===== config.mk =====
export PLATFORM = sky130hd
export DESIGN_NAME = adcc_top
export DESIGN_NICKNAME = d
export VERILOG_FILES = /design/src/hw/adcc_clock_divider.v /design/src/hw/adcc_top.v
export VERILOG_INCLUDE_DIRS = /design/src /design/src/inc
export SDC_FILE = /design/constraint.sdc
export NUM_CORES = 1
export LEC_CHECK = 0
export CAP_MARGIN = 20
export CORE_MARGIN = 3
export CORE_UTILIZATION = 55
export CTS_BUF_LIST = sky130_fd_sc_hd__clkbuf_8
export CTS_CLUSTER_SIZE = 30
export DETAILED_ROUTE_END_ITERATION = 8
export DONT_BUFFER_PORTS = 1
export PLACE_DENSITY = 0.7
export SYNTH_ARGS = -nofsm -noshare
export SYNTH_HDL_FRONTEND = slang
export SYNTH_HIERARCHICAL = 1
export SYNTH_SLANG_ARGS = --single-unit

===== constraint.sdc =====
create_clock -name core_clk_in -period 5.1 [get_ports core_clk_in]
set_input_delay 0.255 -clock core_clk_in [delete_from_list [all_inputs] [get_ports core_clk_in]]
set_output_delay 0.255 -clock core_clk_in [all_outputs]
set_load 0.005 [all_outputs]

===== src/inc/adcc_defines.vh =====
// Constants for the converter control block
// Summary of operation
// - Start pulse high then low begins conversion
// - Start held high resets converter, pending set
// - Hardware clears pending flag at conversion end
// - End sets request flag, interrupt when enabled
// - Three-bit select divides system clock by powers
// - Power-down bit high switches converter off
// - Reference select routes external reference pin
// - Pin enable makes pin converter input
// - Analog pin disconnects its pull-high resistor
// - Analog pin enable overrides port direction
// - Five-bit split channel select picks input
// - Conversion takes sixteen converter clock periods
// - Twelve-bit result, full scale all ones
`ifndef ADCC_DEFINES_VH
`define ADCC_DEFINES_VH

// ****************************************
// Register offsets
// ****************************************
`define ADCC_OFF_CTRL_LOW 8'h00
`define ADCC_OFF_CTRL_HIGH 8'h04
`define ADCC_OFF_PIN_EN_LOW 8'h08
`define ADCC_OFF_PIN_EN_HIGH 8'h0C
`define ADCC_OFF_INT_CTRL 8'h10
`define ADCC_OFF_RESULT_LOW 8'h14
`define ADCC_OFF_RESULT_HIGH 8'h18

// ****************************************
// Field positions
// ****************************************
`define ADCC_CL_START 7
`define ADCC_CL_PENDING 6
`define ADCC_CL_POWER_DOWN 5
`define ADCC_CH_REF_SEL 3
`define ADCC_CH_CHAN_HI 4
`define ADCC_IC_FLAG 0
`define ADCC_IC_CONV_EN 1
`define ADCC_IC_GLOBAL_EN 2

// ****************************************
// Reset values
// ****************************************
`define ADCC_RST_CTRL_LOW 8'h20
`define ADCC_RST_CTRL_HIGH 8'h00
`define ADCC_RST_PIN_EN_LOW 8'hFF
`define ADCC_RST_PIN_EN_HIGH 4'hF

// ****************************************
// Timing and bus responses
// ****************************************
`define ADCC_CONV_TICKS 5'h10
`define ADCC_DIV_UNDEF 3'h7
`define ADCC_RESP_OKAY 2'h0
`define ADCC_RESP_SLVERR 2'h2

`endif


===== src/hw/adcc_clock_divider.v =====
// Converter clock tick generator dividing the system clock
`include "adcc_defines.vh"

module adcc_clock_divider (
    input wire core_clk_in,
    input wire rst_in,
    input wire ce_in,
    input wire clear_in,
    input wire [2:0] div_sel_in,
    output reg tick_out
);

    reg [5:0] count;
    reg [5:0] limit;

    // ****************************************
    // Divide ratio
    // ****************************************
    // Undefined setting falls back to the slowest ratio so a conversion never stalls
    always @* begin
        if (div_sel_in == `ADCC_DIV_UNDEF) begin
            limit = 6'h3F;
        end else begin
            limit = (6'h01 << div_sel_in) - 6'h01;
        end
    end

    // ****************************************
    // Counter
    // ****************************************
    always @(posedge core_clk_in) begin
        if (rst_in) begin
            count <= 6'h00;
            tick_out <= 1'b0;
        end else if (ce_in) begin
            if (clear_in || count >= limit) begin
                count <= 6'h00;
            end else begin
                count <= count + 6'h01;
            end
            tick_out <= !clear_in && (count >= limit);
        end
    end

endmodule


===== src/hw/adcc_top.v =====
// Converter control top with AXI4-Lite registers and pin steering
//
// Implementation choices: the register addresses and the AXI4-Lite interface to the registers.
`include "adcc_defines.vh"

module adcc_top #(
    parameter PINS = 12
) (
    input wire core_clk_in,
    input wire rst_in,
    input wire ce_in,
    input wire [7:0] s_axi_awaddr_in,
    input wire s_axi_awvalid_in,
    output reg s_axi_awready_out,
    input wire [31:0] s_axi_wdata_in,
    input wire [3:0] s_axi_wstrb_in,
    input wire s_axi_wvalid_in,
    output reg s_axi_wready_out,
    output reg [1:0] s_axi_bresp_out,
    output reg s_axi_bvalid_out,
    input wire s_axi_bready_in,
    input wire [7:0] s_axi_araddr_in,
    input wire s_axi_arvalid_in,
    output reg s_axi_arready_out,
    output reg [31:0] s_axi_rdata_out,
    output reg [1:0] s_axi_rresp_out,
    output reg s_axi_rvalid_out,
    input wire s_axi_rready_in,
    input wire [11:0] conv_data_in,
    input wire [PINS-1:0] port_direction_in,
    input wire [PINS-1:0] pull_high_en_in,
    output reg [PINS-1:0] pin_direction_out,
    output reg [PINS-1:0] pull_high_out,
    output reg [PINS-1:0] analog_pin_sel_out,
    output reg [PINS-1:0] digital_func_en_out,
    output reg ref_pin_sel_out,
    output reg ref_pin_other_func_en_out,
    output reg converter_power_out,
    output reg converter_reset_out,
    output reg converter_sample_out,
    output reg [4:0] channel_out,
    output reg conversion_done_out,
    output reg irq_out
);

    localparam [2:0] ST_IDLE = 3'b001;
    localparam [2:0] ST_HOLD = 3'b010;
    localparam [2:0] ST_CONV = 3'b100;

    reg [7:0] converter_control_low;
    reg [7:0] converter_control_high;
    reg [7:0] analog_pin_enable_low;
    reg [3:0] analog_pin_enable_high;
    reg conversion_pending_flag;
    reg irq_flag;
    reg converter_interrupt_enable;
    reg global_interrupt_enable;
    reg [11:0] result;
    reg [2:0] state;
    reg [4:0] tick_count;
    reg div_clear;
    reg [11:0] data_meta;
    reg [11:0] data_sync;
    reg aw_full;
    reg [7:0] aw_addr;
    reg w_full;
    reg [31:0] w_data;
    reg [3:0] w_strb;
    reg next_aw_full;
    reg next_w_full;
    reg next_bvalid;
    reg next_rvalid;
    reg [31:0] rd_mux;
    reg rd_hit;
    wire tick;
    wire start_bit;
    wire power_down;
    wire do_write;
    wire wr_hit;
    wire wr_lane;
    wire int_clear;
    wire conv_done;
    wire conv_tick;
    wire [PINS-1:0] analog_pin_enables;

    assign start_bit = converter_control_low[`ADCC_CL_START];
    assign power_down = converter_control_low[`ADCC_CL_POWER_DOWN];
    assign analog_pin_enables = {analog_pin_enable_high, analog_pin_enable_low};
    assign do_write = aw_full && w_full && !s_axi_bvalid_out;
    assign wr_lane = w_strb[0];
    assign wr_hit = (aw_addr == `ADCC_OFF_CTRL_LOW) || (aw_addr == `ADCC_OFF_CTRL_HIGH) ||
        (aw_addr == `ADCC_OFF_PIN_EN_LOW) || (aw_addr == `ADCC_OFF_PIN_EN_HIGH) ||
        (aw_addr == `ADCC_OFF_INT_CTRL) || (aw_addr == `ADCC_OFF_RESULT_LOW) ||
        (aw_addr == `ADCC_OFF_RESULT_HIGH);
    assign int_clear = do_write && wr_lane && (aw_addr == `ADCC_OFF_INT_CTRL) &&
        !w_data[`ADCC_IC_FLAG];
    // A tick already launched when the divider restarts is stale and must not count
    assign conv_tick = tick && !div_clear && !start_bit && !power_down;
    // Last of sixteen ticks, aborted by a new start or power-down
    assign conv_done = (state == ST_CONV) && conv_tick &&
        (tick_count == `ADCC_CONV_TICKS - 5'h01);

    adcc_clock_divider u_div (
        .core_clk_in(core_clk_in),
        .rst_in(rst_in),
        .ce_in(ce_in),
        .clear_in(div_clear),
        .div_sel_in(converter_control_high[2:0]),
        .tick_out(tick)
    );

    // ****************************************
    // Bus handshake
    // ****************************************
    always @* begin
        next_aw_full = aw_full;
        next_w_full = w_full;
        next_bvalid = s_axi_bvalid_out;
        next_rvalid = s_axi_rvalid_out;
        if (s_axi_awvalid_in && s_axi_awready_out) begin
            next_aw_full = 1'b1;
        end
        if (s_axi_wvalid_in && s_axi_wready_out) begin
            next_w_full = 1'b1;
        end
        if (s_axi_bvalid_out && s_axi_bready_in) begin
            next_bvalid = 1'b0;
        end
        if (do_write) begin
            next_aw_full = 1'b0;
            next_w_full = 1'b0;
            next_bvalid = 1'b1;
        end
        if (s_axi_rvalid_out && s_axi_rready_in) begin
            next_rvalid = 1'b0;
        end
        if (s_axi_arvalid_in && s_axi_arready_out) begin
            next_rvalid = 1'b1;
        end
    end

    // ****************************************
    // Read mux
    // ****************************************
    always @* begin
        rd_mux = 32'h00000000;
        rd_hit = 1'b1;
        case (s_axi_araddr_in)
            `ADCC_OFF_CTRL_LOW: begin
                rd_mux[7:0] = {converter_control_low[7], conversion_pending_flag,
                    converter_control_low[5:0]};
            end
            `ADCC_OFF_CTRL_HIGH: rd_mux[7:0] = converter_control_high;
            `ADCC_OFF_PIN_EN_LOW: rd_mux[7:0] = analog_pin_enable_low;
            `ADCC_OFF_PIN_EN_HIGH: rd_mux[3:0] = analog_pin_enable_high;
            `ADCC_OFF_INT_CTRL: begin
                rd_mux[2:0] = {global_interrupt_enable, converter_interrupt_enable, irq_flag};
            end
            `ADCC_OFF_RESULT_LOW: rd_mux[7:0] = result[7:0];
            `ADCC_OFF_RESULT_HIGH: rd_mux[3:0] = result[11:8];
            default: rd_hit = 1'b0;
        endcase
    end

    // ****************************************
    // Bus slave and software registers
    // ****************************************
    always @(posedge core_clk_in) begin
        if (rst_in) begin
            aw_full <= 1'b0;
            w_full <= 1'b0;
            aw_addr <= 8'h00;
            w_data <= 32'h00000000;
            w_strb <= 4'h0;
            s_axi_awready_out <= 1'b0;
            s_axi_wready_out <= 1'b0;
            s_axi_bvalid_out <= 1'b0;
            s_axi_bresp_out <= `ADCC_RESP_OKAY;
            s_axi_arready_out <= 1'b0;
            s_axi_rvalid_out <= 1'b0;
            s_axi_rresp_out <= `ADCC_RESP_OKAY;
            s_axi_rdata_out <= 32'h00000000;
            converter_control_low <= `ADCC_RST_CTRL_LOW;
            converter_control_high <= `ADCC_RST_CTRL_HIGH;
            analog_pin_enable_low <= `ADCC_RST_PIN_EN_LOW;
            analog_pin_enable_high <= `ADCC_RST_PIN_EN_HIGH;
            converter_interrupt_enable <= 1'b0;
            global_interrupt_enable <= 1'b0;
        end else if (ce_in) begin
            aw_full <= next_aw_full;
            w_full <= next_w_full;
            s_axi_bvalid_out <= next_bvalid;
            s_axi_rvalid_out <= next_rvalid;
            s_axi_awready_out <= !next_aw_full && !next_bvalid;
            s_axi_wready_out <= !next_w_full && !next_bvalid;
            s_axi_arready_out <= !next_rvalid;
            if (s_axi_awvalid_in && s_axi_awready_out) begin
                aw_addr <= s_axi_awaddr_in;
            end
            if (s_axi_wvalid_in && s_axi_wready_out) begin
                w_data <= s_axi_wdata_in;
                w_strb <= s_axi_wstrb_in;
            end
            if (s_axi_arvalid_in && s_axi_arready_out) begin
                s_axi_rdata_out <= rd_mux;
                s_axi_rresp_out <= rd_hit ? `ADCC_RESP_OKAY : `ADCC_RESP_SLVERR;
            end
            if (do_write) begin
                s_axi_bresp_out <= wr_hit ? `ADCC_RESP_OKAY : `ADCC_RESP_SLVERR;
            end
            // Only byte lane 0 carries register bits; result registers ignore writes
            if (do_write && wr_lane) begin
                case (aw_addr)
                    `ADCC_OFF_CTRL_LOW: converter_control_low <= w_data[7:0];
                    `ADCC_OFF_CTRL_HIGH: converter_control_high <= w_data[7:0];
                    `ADCC_OFF_PIN_EN_LOW: analog_pin_enable_low <= w_data[7:0];
                    `ADCC_OFF_PIN_EN_HIGH: analog_pin_enable_high <= w_data[3:0];
                    `ADCC_OFF_INT_CTRL: begin
                        converter_interrupt_enable <= w_data[`ADCC_IC_CONV_EN];
                        global_interrupt_enable <= w_data[`ADCC_IC_GLOBAL_EN];
                    end
                    default: begin
                    end
                endcase
            end
        end
    end

    // ****************************************
    // Conversion sequencer
    // ****************************************
    always @(posedge core_clk_in) begin
        if (rst_in) begin
            state <= ST_IDLE;
            tick_count <= 5'h00;
            div_clear <= 1'b0;
            conversion_pending_flag <= 1'b0;
            irq_flag <= 1'b0;
            result <= 12'h000;
            data_meta <= 12'h000;
            data_sync <= 12'h000;
        end else if (ce_in) begin
            // Converter output is asynchronous; software must not read mid-update
            data_meta <= conv_data_in;
            data_sync <= data_meta;
            div_clear <= 1'b0;
            case (state)
                ST_IDLE: begin
                    if (start_bit) begin
                        state <= ST_HOLD;
                        conversion_pending_flag <= 1'b1;
                    end
                end
                ST_HOLD: begin
                    conversion_pending_flag <= 1'b1;
                    if (!start_bit) begin
                        if (power_down) begin
                            state <= ST_IDLE;
                        end else begin
                            state <= ST_CONV;
                            tick_count <= 5'h00;
                            div_clear <= 1'b1;
                        end
                    end
                end
                ST_CONV: begin
                    if (start_bit) begin
                        state <= ST_HOLD;
                    end else if (power_down) begin
                        // Power loss abandons the cycle; pending stays high, no result
                        state <= ST_IDLE;
                    end else if (conv_done) begin
                        state <= ST_IDLE;
                        conversion_pending_flag <= 1'b0;
                        result <= data_sync;
                    end else if (conv_tick) begin
                        tick_count <= tick_count + 5'h01;
                    end
                end
                default: state <= ST_IDLE;
            endcase
            // Set wins over a software clear in the same cycle
            if (conv_done) begin
                irq_flag <= 1'b1;
            end else if (int_clear) begin
                irq_flag <= 1'b0;
            end
        end
    end

    // ****************************************
    // Converter and reference outputs
    // ****************************************
    always @(posedge core_clk_in) begin
        if (rst_in) begin
            converter_power_out <= 1'b0;
            converter_reset_out <= 1'b0;
            converter_sample_out <= 1'b0;
            channel_out <= 5'h00;
            ref_pin_sel_out <= 1'b0;
            ref_pin_other_func_en_out <= 1'b1;
            conversion_done_out <= 1'b0;
            irq_out <= 1'b0;
        end else if (ce_in) begin
            converter_power_out <= !power_down;
            converter_reset_out <= start_bit;
            converter_sample_out <= (state == ST_CONV) && conv_tick;
            channel_out <= {converter_control_high[`ADCC_CH_CHAN_HI],
                converter_control_low[3:0]};
            ref_pin_sel_out <= converter_control_high[`ADCC_CH_REF_SEL];
            ref_pin_other_func_en_out <= !converter_control_high[`ADCC_CH_REF_SEL];
            conversion_done_out <= conv_done;
            // Both enables needed, mirroring the processor's interrupt gating
            irq_out <= irq_flag && converter_interrupt_enable &&
                global_interrupt_enable;
        end
    end

    // ****************************************
    // Pin steering
    // ****************************************
    genvar i;
    generate
        for (i = 0; i < PINS; i = i + 1) begin : g_pin
            always @(posedge core_clk_in) begin
                if (rst_in) begin
                    pin_direction_out[i] <= 1'b1;
                    pull_high_out[i] <= 1'b0;
                    analog_pin_sel_out[i] <= 1'b0;
                    digital_func_en_out[i] <= 1'b1;
                end else if (ce_in) begin
                    analog_pin_sel_out[i] <= analog_pin_enables[i];
                    digital_func_en_out[i] <= !analog_pin_enables[i];
                    pull_high_out[i] <= pull_high_en_in[i] && !analog_pin_enables[i];
                    pin_direction_out[i] <= analog_pin_enables[i] | port_direction_in[i];
                end
            end
        end
    endgenerate

endmodule


Yosys cells after proc, flatten, opt, wreduce, memory -nomap -nowiden:

Cells that the tools add are included.

* register bits: 180
* input bits: 96
* output and inout port bits: 101
* word-level logic and storage cells: 251

* add/subtract/negate cells: 3
* order comparisons: 1
* eq/ne operators: 26
* shift operators: 1
* mux-type cells: 40
* bitwise operators: 14
* reduce and logical (&&, ||, !) cells: 81

Operators by type and width (number)
* == test 8 x 5 -> 1 bit, second input constant: 6
* == test 8 x 4 -> 1 bit, second input constant: 4
* logical AND 1 bit: 32
* 2-to-1 mux 5 bit: 6
* zero test 1 bit: 22
* case mux 3 bit (7 select lines): 1
* 2-to-1 mux 1 bit: 18
* 2-to-1 mux 3 bit: 6
* == test 8 x 3 -> 1 bit, second input constant: 2
* zero test 8 bit: 2
* inequality test 2 bit, second input constant: 8
* case mux 4 bit (4 select lines): 1
* AND reduction 3 bit: 5
* 2-to-1 mux 6 bit: 2
* bitwise OR 1 bit: 12
* case mux 5 bit (2 select lines): 1
* AND reduction 2 bit: 5
* case mux 3 bit (3 select lines): 1
* AND reduction 8 bit: 1
* logical OR 1 bit: 7
* OR reduction 7 bit: 1
* adder 6 x 1 -> 6 bit, second input constant: 1
* == test 3 bit, second input constant: 2
* greater-or-equal comparator 6 bit: 1
* 16 further kinds: 19

Logic depth before layout (Yosys ltp):

* depth in word-level cells: 10
* gate-level depth with buffers: 13
* mapped depth without buffers: 12

By module:

Netlist, hierarchy kept.

Modules (own cells, without submodules)
* adcc_top: times used 1, cells each 769, area each 7235.7 µm², seq. area each 3403.3 µm²
* adcc_clock_divider: times used 1, cells each 75, area each 628.1 µm², seq. area each 140.1 µm²

Worst setup path before layout:

OpenSTA, ideal clock, no wires.

* path kind: flip-flop to flip-flop
* start: register converter_control_high[1]
* end: register u_div.count[3]
* library setup time: 114 ps
* arrival time: 2497 ps
* data required time: 4986 ps
* path slack: 2489 ps
* stages on the path, launching flop included: 13
* buffers on the path: 1
* period minus slack after synthesis: 2611 ps
* cells stage by stage: dfxtp_1 clkbuf_1 or3_1 ha_1 nor2b_1 a21oi_1 o221ai_1 ha_1 nand2_1 o211a_1 o21ai_2 and4bb_1 a21o_1

* word-level cells in the longest chain between the ends: 6
* elaborated cells between the ends (all ways): 7
* those cells by class: 1 x add/sub; 1 x order compare; 1 x eq/ne; 1 x shift; 2 x mux; 1 x reduce/logical

RTL lines
* start: declaration: line adcc_top.v:51 `reg [7:0] converter_control_high;`
* start signal: assignment: line adcc_top.v:184 `` converter_control_high <= `ADCC_RST_CTRL_HIGH; ``
* start signal: assignment: line adcc_top.v:215 `` `ADCC_OFF_CTRL_HIGH: converter_control_high <= w_data[7:0]; ``
* left shift 1 x 3 -> 6 bit: line adcc_clock_divider.v:24 `limit = (6'h01 << div_sel_in) - 6'h01;`
* subtractor 6 x 1 -> 6 bit: line adcc_clock_divider.v:24
* 2-to-1 mux 6 bit (*): line adcc_clock_divider.v:21 `` if (div_sel_in == `ADCC_DIV_UNDEF) begin ``
* greater-or-equal comparator 6 bit (*): line adcc_clock_divider.v:36 `if (clear_in || count >= limit) begin`
* logical OR 1 bit (*): line adcc_clock_divider.v:36
* 2-to-1 mux 6 bit (*): line adcc_clock_divider.v:36
* end signal: assignment: line adcc_clock_divider.v:39 `count <= count + 6'h01;`
* end: declaration: line adcc_clock_divider.v:13 `reg [5:0] count;`

Mark *: on every way between the ends. The rest lies on a longest branch, timed or not.
A chain may end at the register's enable or synchronous reset.

Worst setup path after layout:

Ends and elaborated chain as after synthesis.

==> summary.md <==
| Metric | Value |
|---|---|
| DR vias | `6031` |
| Critical Path AT | `3.23 ns` |
| Antenna viol nets, final | `0` |
| Period minus WS final | `2.87 ns` |
| Cell variety after synth | `64` |
| Ranking of synthesized cells by area | `dfxtp_1 45%, mux2i_1 12%, nand2b_1 6.6%` |
| Area share of the largest cell type after synthesis | `45.1%` |
| Critical path, cell by cell | `or3_1, ha_1, nor2b_1, a21oi_1, o221ai_1, ha_1, nand2_1, o211a_1, o21ai_2, and4bb_1, a21o_1` |
| GP Congestion | `0.775` |
| PnR worst setup slack | `2.23 ns` |
| Async S/R FF share, synth | `0%` |
| Initial core utilization | `56.4%` |
| Clk_lat worst skew | `0.46 ns` |
| Unrepaired setup endpoints after global routing | `no` |
| Initial DRC Count | `272` |
| Core ar. | `13900 um^2` |
| Buffers and inverters on the worst path | `0` |
| Hold Crit Class | `input port to register` |
| Post-synth top area cell | `dfxtp_1` |
| Fin crit share | `56.4%` |
| Worst Path Required | `5.45 ns` |
| Slowest-stage cell, CP | `dfxtp_1` |
| Vias/cell | `5.66` |
| DR WL/cell | `17.7 um` |
| Setup Viol. Count Final | `0` |
| Largest net degree at the start of global routing | `166` |
| Total clock sinks | `177` |
| Crit path launch type | `register` |
| Main synth FF type | `dfxtp_1` |
| Horiz. Die Dim | `126 um` |
| Worst Max-Slew Pin Slew | `0.785 ns` |
| Vias in the first global route | `5917` |
| Worst r2r src | `converter_control_high[1]` |
| Fmax | `348 MHz` |
| Setup WS pre-CTS | `2.34 ns` |
| Outcome | `completed` |
| Hold_sp | `s_axi_araddr_in[2]` |
| Die height | `126 um` |
| Pre-antenna DRT Iters | `5` |
| First-pass GRT wire length | `30.6 mm` |
| CP max FO | `12` |
| Setup TNS | `0 ns` |
| Die ar. | `15800 um^2` |
| Number of max-cap violations | `0` |
| DP HPWL | `11.7 mm` |
| CTS clock-pin slew for the worst setup and hold paths | `0.09 ns` |
| Ratio of cells with drive above 1 in the final layout | `6.66%` |
| Synth Register Bits | `177` |
| CTS root buffer | `clkbuf_8` |
| Num ports | `197` |
| Max IR drop VDD | `0.200 mV` |
| Crit path max-delay family | `simple AND/OR/NAND/NOR gates` |
| Number of flops mapped to enable cells by yosys | `0` |
| Cell area power density | `291 nW/um^2` |
| Most used cell, CP | `ha_1` |
| Number of diodes | `0` |
| Slowest stage delay, CP | `0.44 ns` |
| Global route overflow | `0` |
| Buffers added on ports | `0` |
| Initial antenna violation count | `1` |
| Post-synthesis sequential area ratio | `45.1%` |
| Relative slew slack | `46.9%` |
| Postcts setup bufs | `0` |
| Post-Syn Area | `7860 um^2` |
| Mapped Avg Cell Area | `9.32 um^2` |
| Routed Wire Length | `18.9 mm` |
| Setup crit start | `converter_control_high[1]` |
| Count of final hold-check violations | `0` |
| Setup crit end kind | `register` |
| Total CTS buffers | `17` |
| # rows | `43` |
| Longest Clk Path Bufs | `2` |
| Leak | `3.56 nW` |
| CTS tree | `yes` |
| Post-cts sizing count | `0` |
| Post-Syn Instances | `844` |
| Critical path class | `register to register` |
| Worst clock skew | `0.0141 ns` |
| H-tree levels | `4` |
| Yosys warns | `6` |
| Slew Viols, Final | `0` |
| Layout net count | `980` |
| Area Growth Syn to Fin | `12.8%` |
| Total GRT Usage | `24.0%` |
| # DRC | `0` |
==> where the power goes <==
part | internal, mW | leakage [nW] | switching [mW] | total (mW)
sequential | 1.41 | 1.44 | 0.0245 | 1.44
clock | 0.497 | 0.216 | 0.481 | 0.978
combinational | 0.0876 | 1.90 | 0.0813 | 0.169
total | 2.00 | 3.56 | 0.587 | 2.58
==> cell type report <==
type                    instances  area [um^2]
fillers                      1148         5060
multi-input cells             599         3950
flip-flops and latches        177         3540
repair buffers                 67          701
clock buffers                  22          303
well taps                     180          225
clock inverters                 9          105
inverters                      12         45.0
==> cells in the final DEF (no fill, tap or decap), drive strengths merged, types with 8 or more instances in the layout <==
cell and instances:
clkbuf 22, mux2i 93, o21ai 17, ha 10
a21oi 55, nand3 12, nand2b 84, o22ai 15
nand3b 27, conb 26, inv 14, and3 8
nor2 98, dlygate4sd3 63, dfxtp 177, nand2 55
==> cells in the mapped netlist (4+ instances only) <==
master and number:
dfxtp_1 177, nor2_1 98, mux2i_1 93, nand2b_1 83
nand2_1 55, a21oi_1 54, clkbuf_1 36, buf_4 28
nand3b_1 27, o21ai_0 16, o22ai_1 15, buf_2 13
inv_1 12, nand3_1 12, ha_1 10, and3_1 8
nor2b_1 7, mux2_2 6, and3b_1 5, nand4b_1 5
or3_1 5, a31oi_1 4, nand4_1 4, or2_2 4
==> repair_timing <==
action / CTS / global route
hold buffers: 65 / 0
setup endpoints to repair: 0 / 0
endpoints found under the hold margin: 163 / 0
==> final timing paths <==
kind                         to  slack [ns]  cells after the start
max reg2reg      u_div/count[3]        2.23                     11
max              u_div/count[3]        2.23                     11
min          s_axi_rdata_out[0]        0.04                      2
min reg2reg           w_data[3]        0.48                      2
==> logic make-up after synthesis <==
family | count (synthesis) | synth area share (%)
multiplexers | 102 | 13.6
AO/OA/AOI/OAI | 129 | 10.4
flip-flops | 177 | 45.1
buffers and inverters | 93 | 6.09
adder cells (fa/ha/maj) | 10 | 1.59
AND/OR/NAND/NOR | 332 | 23.3
other | 1 | 0.0477
==> layer usage <==
layer | vias up | global-route usage, % | share of wire [%]
met3 | 10 | 6.41 | 5.9
met5 | - | 0 | 0
met4 | 0 | 5.87 | 0.72
met2 | 159 | 41.2 | 51
met1 | 2928 | 30.3 | 43
li1 | 2934 | - | -
==> stage by stage <==
stage / total power, mW / area, um^2 / util, % / instances / hold slack, ns
2_1_floorplan: 1.59 / 7960 / - / 869 / 0.391
3_3_place_gp: 1.55 / 7770 / 55.8 / 969 / 0.339
3_5_place_dp: 1.55 / 7780 / 55.8 / 970 / 0.346
4_1_cts: 2.61 / 8870 / 63.7 / 1066 / 0.00316
5_1_grt: 2.68 / 8870 / 63.7 / 1066 / 0.00964
6_report: 2.58 / 8870 / 63.7 / 1066 / 0.0376
==> state kept, by name (all words and copies together) (netlist names), 3 cells and up <==
signal,cells
analog_pin_sel_out,12
pin_direction_out,12
state,3
pull_high_out,12
aw_addr,8
data_sync,12
digital_func_en_out,12
data_meta,12
analog_pin_enable_high,4
s_axi_rdata_out,8
result,12
tick_count,5
converter_control_high,8
u_div/count,6
w_data,8
analog_pin_enable_low,8
converter_control_low,7
channel_out,5
Power figures use the tool's default switching activity.
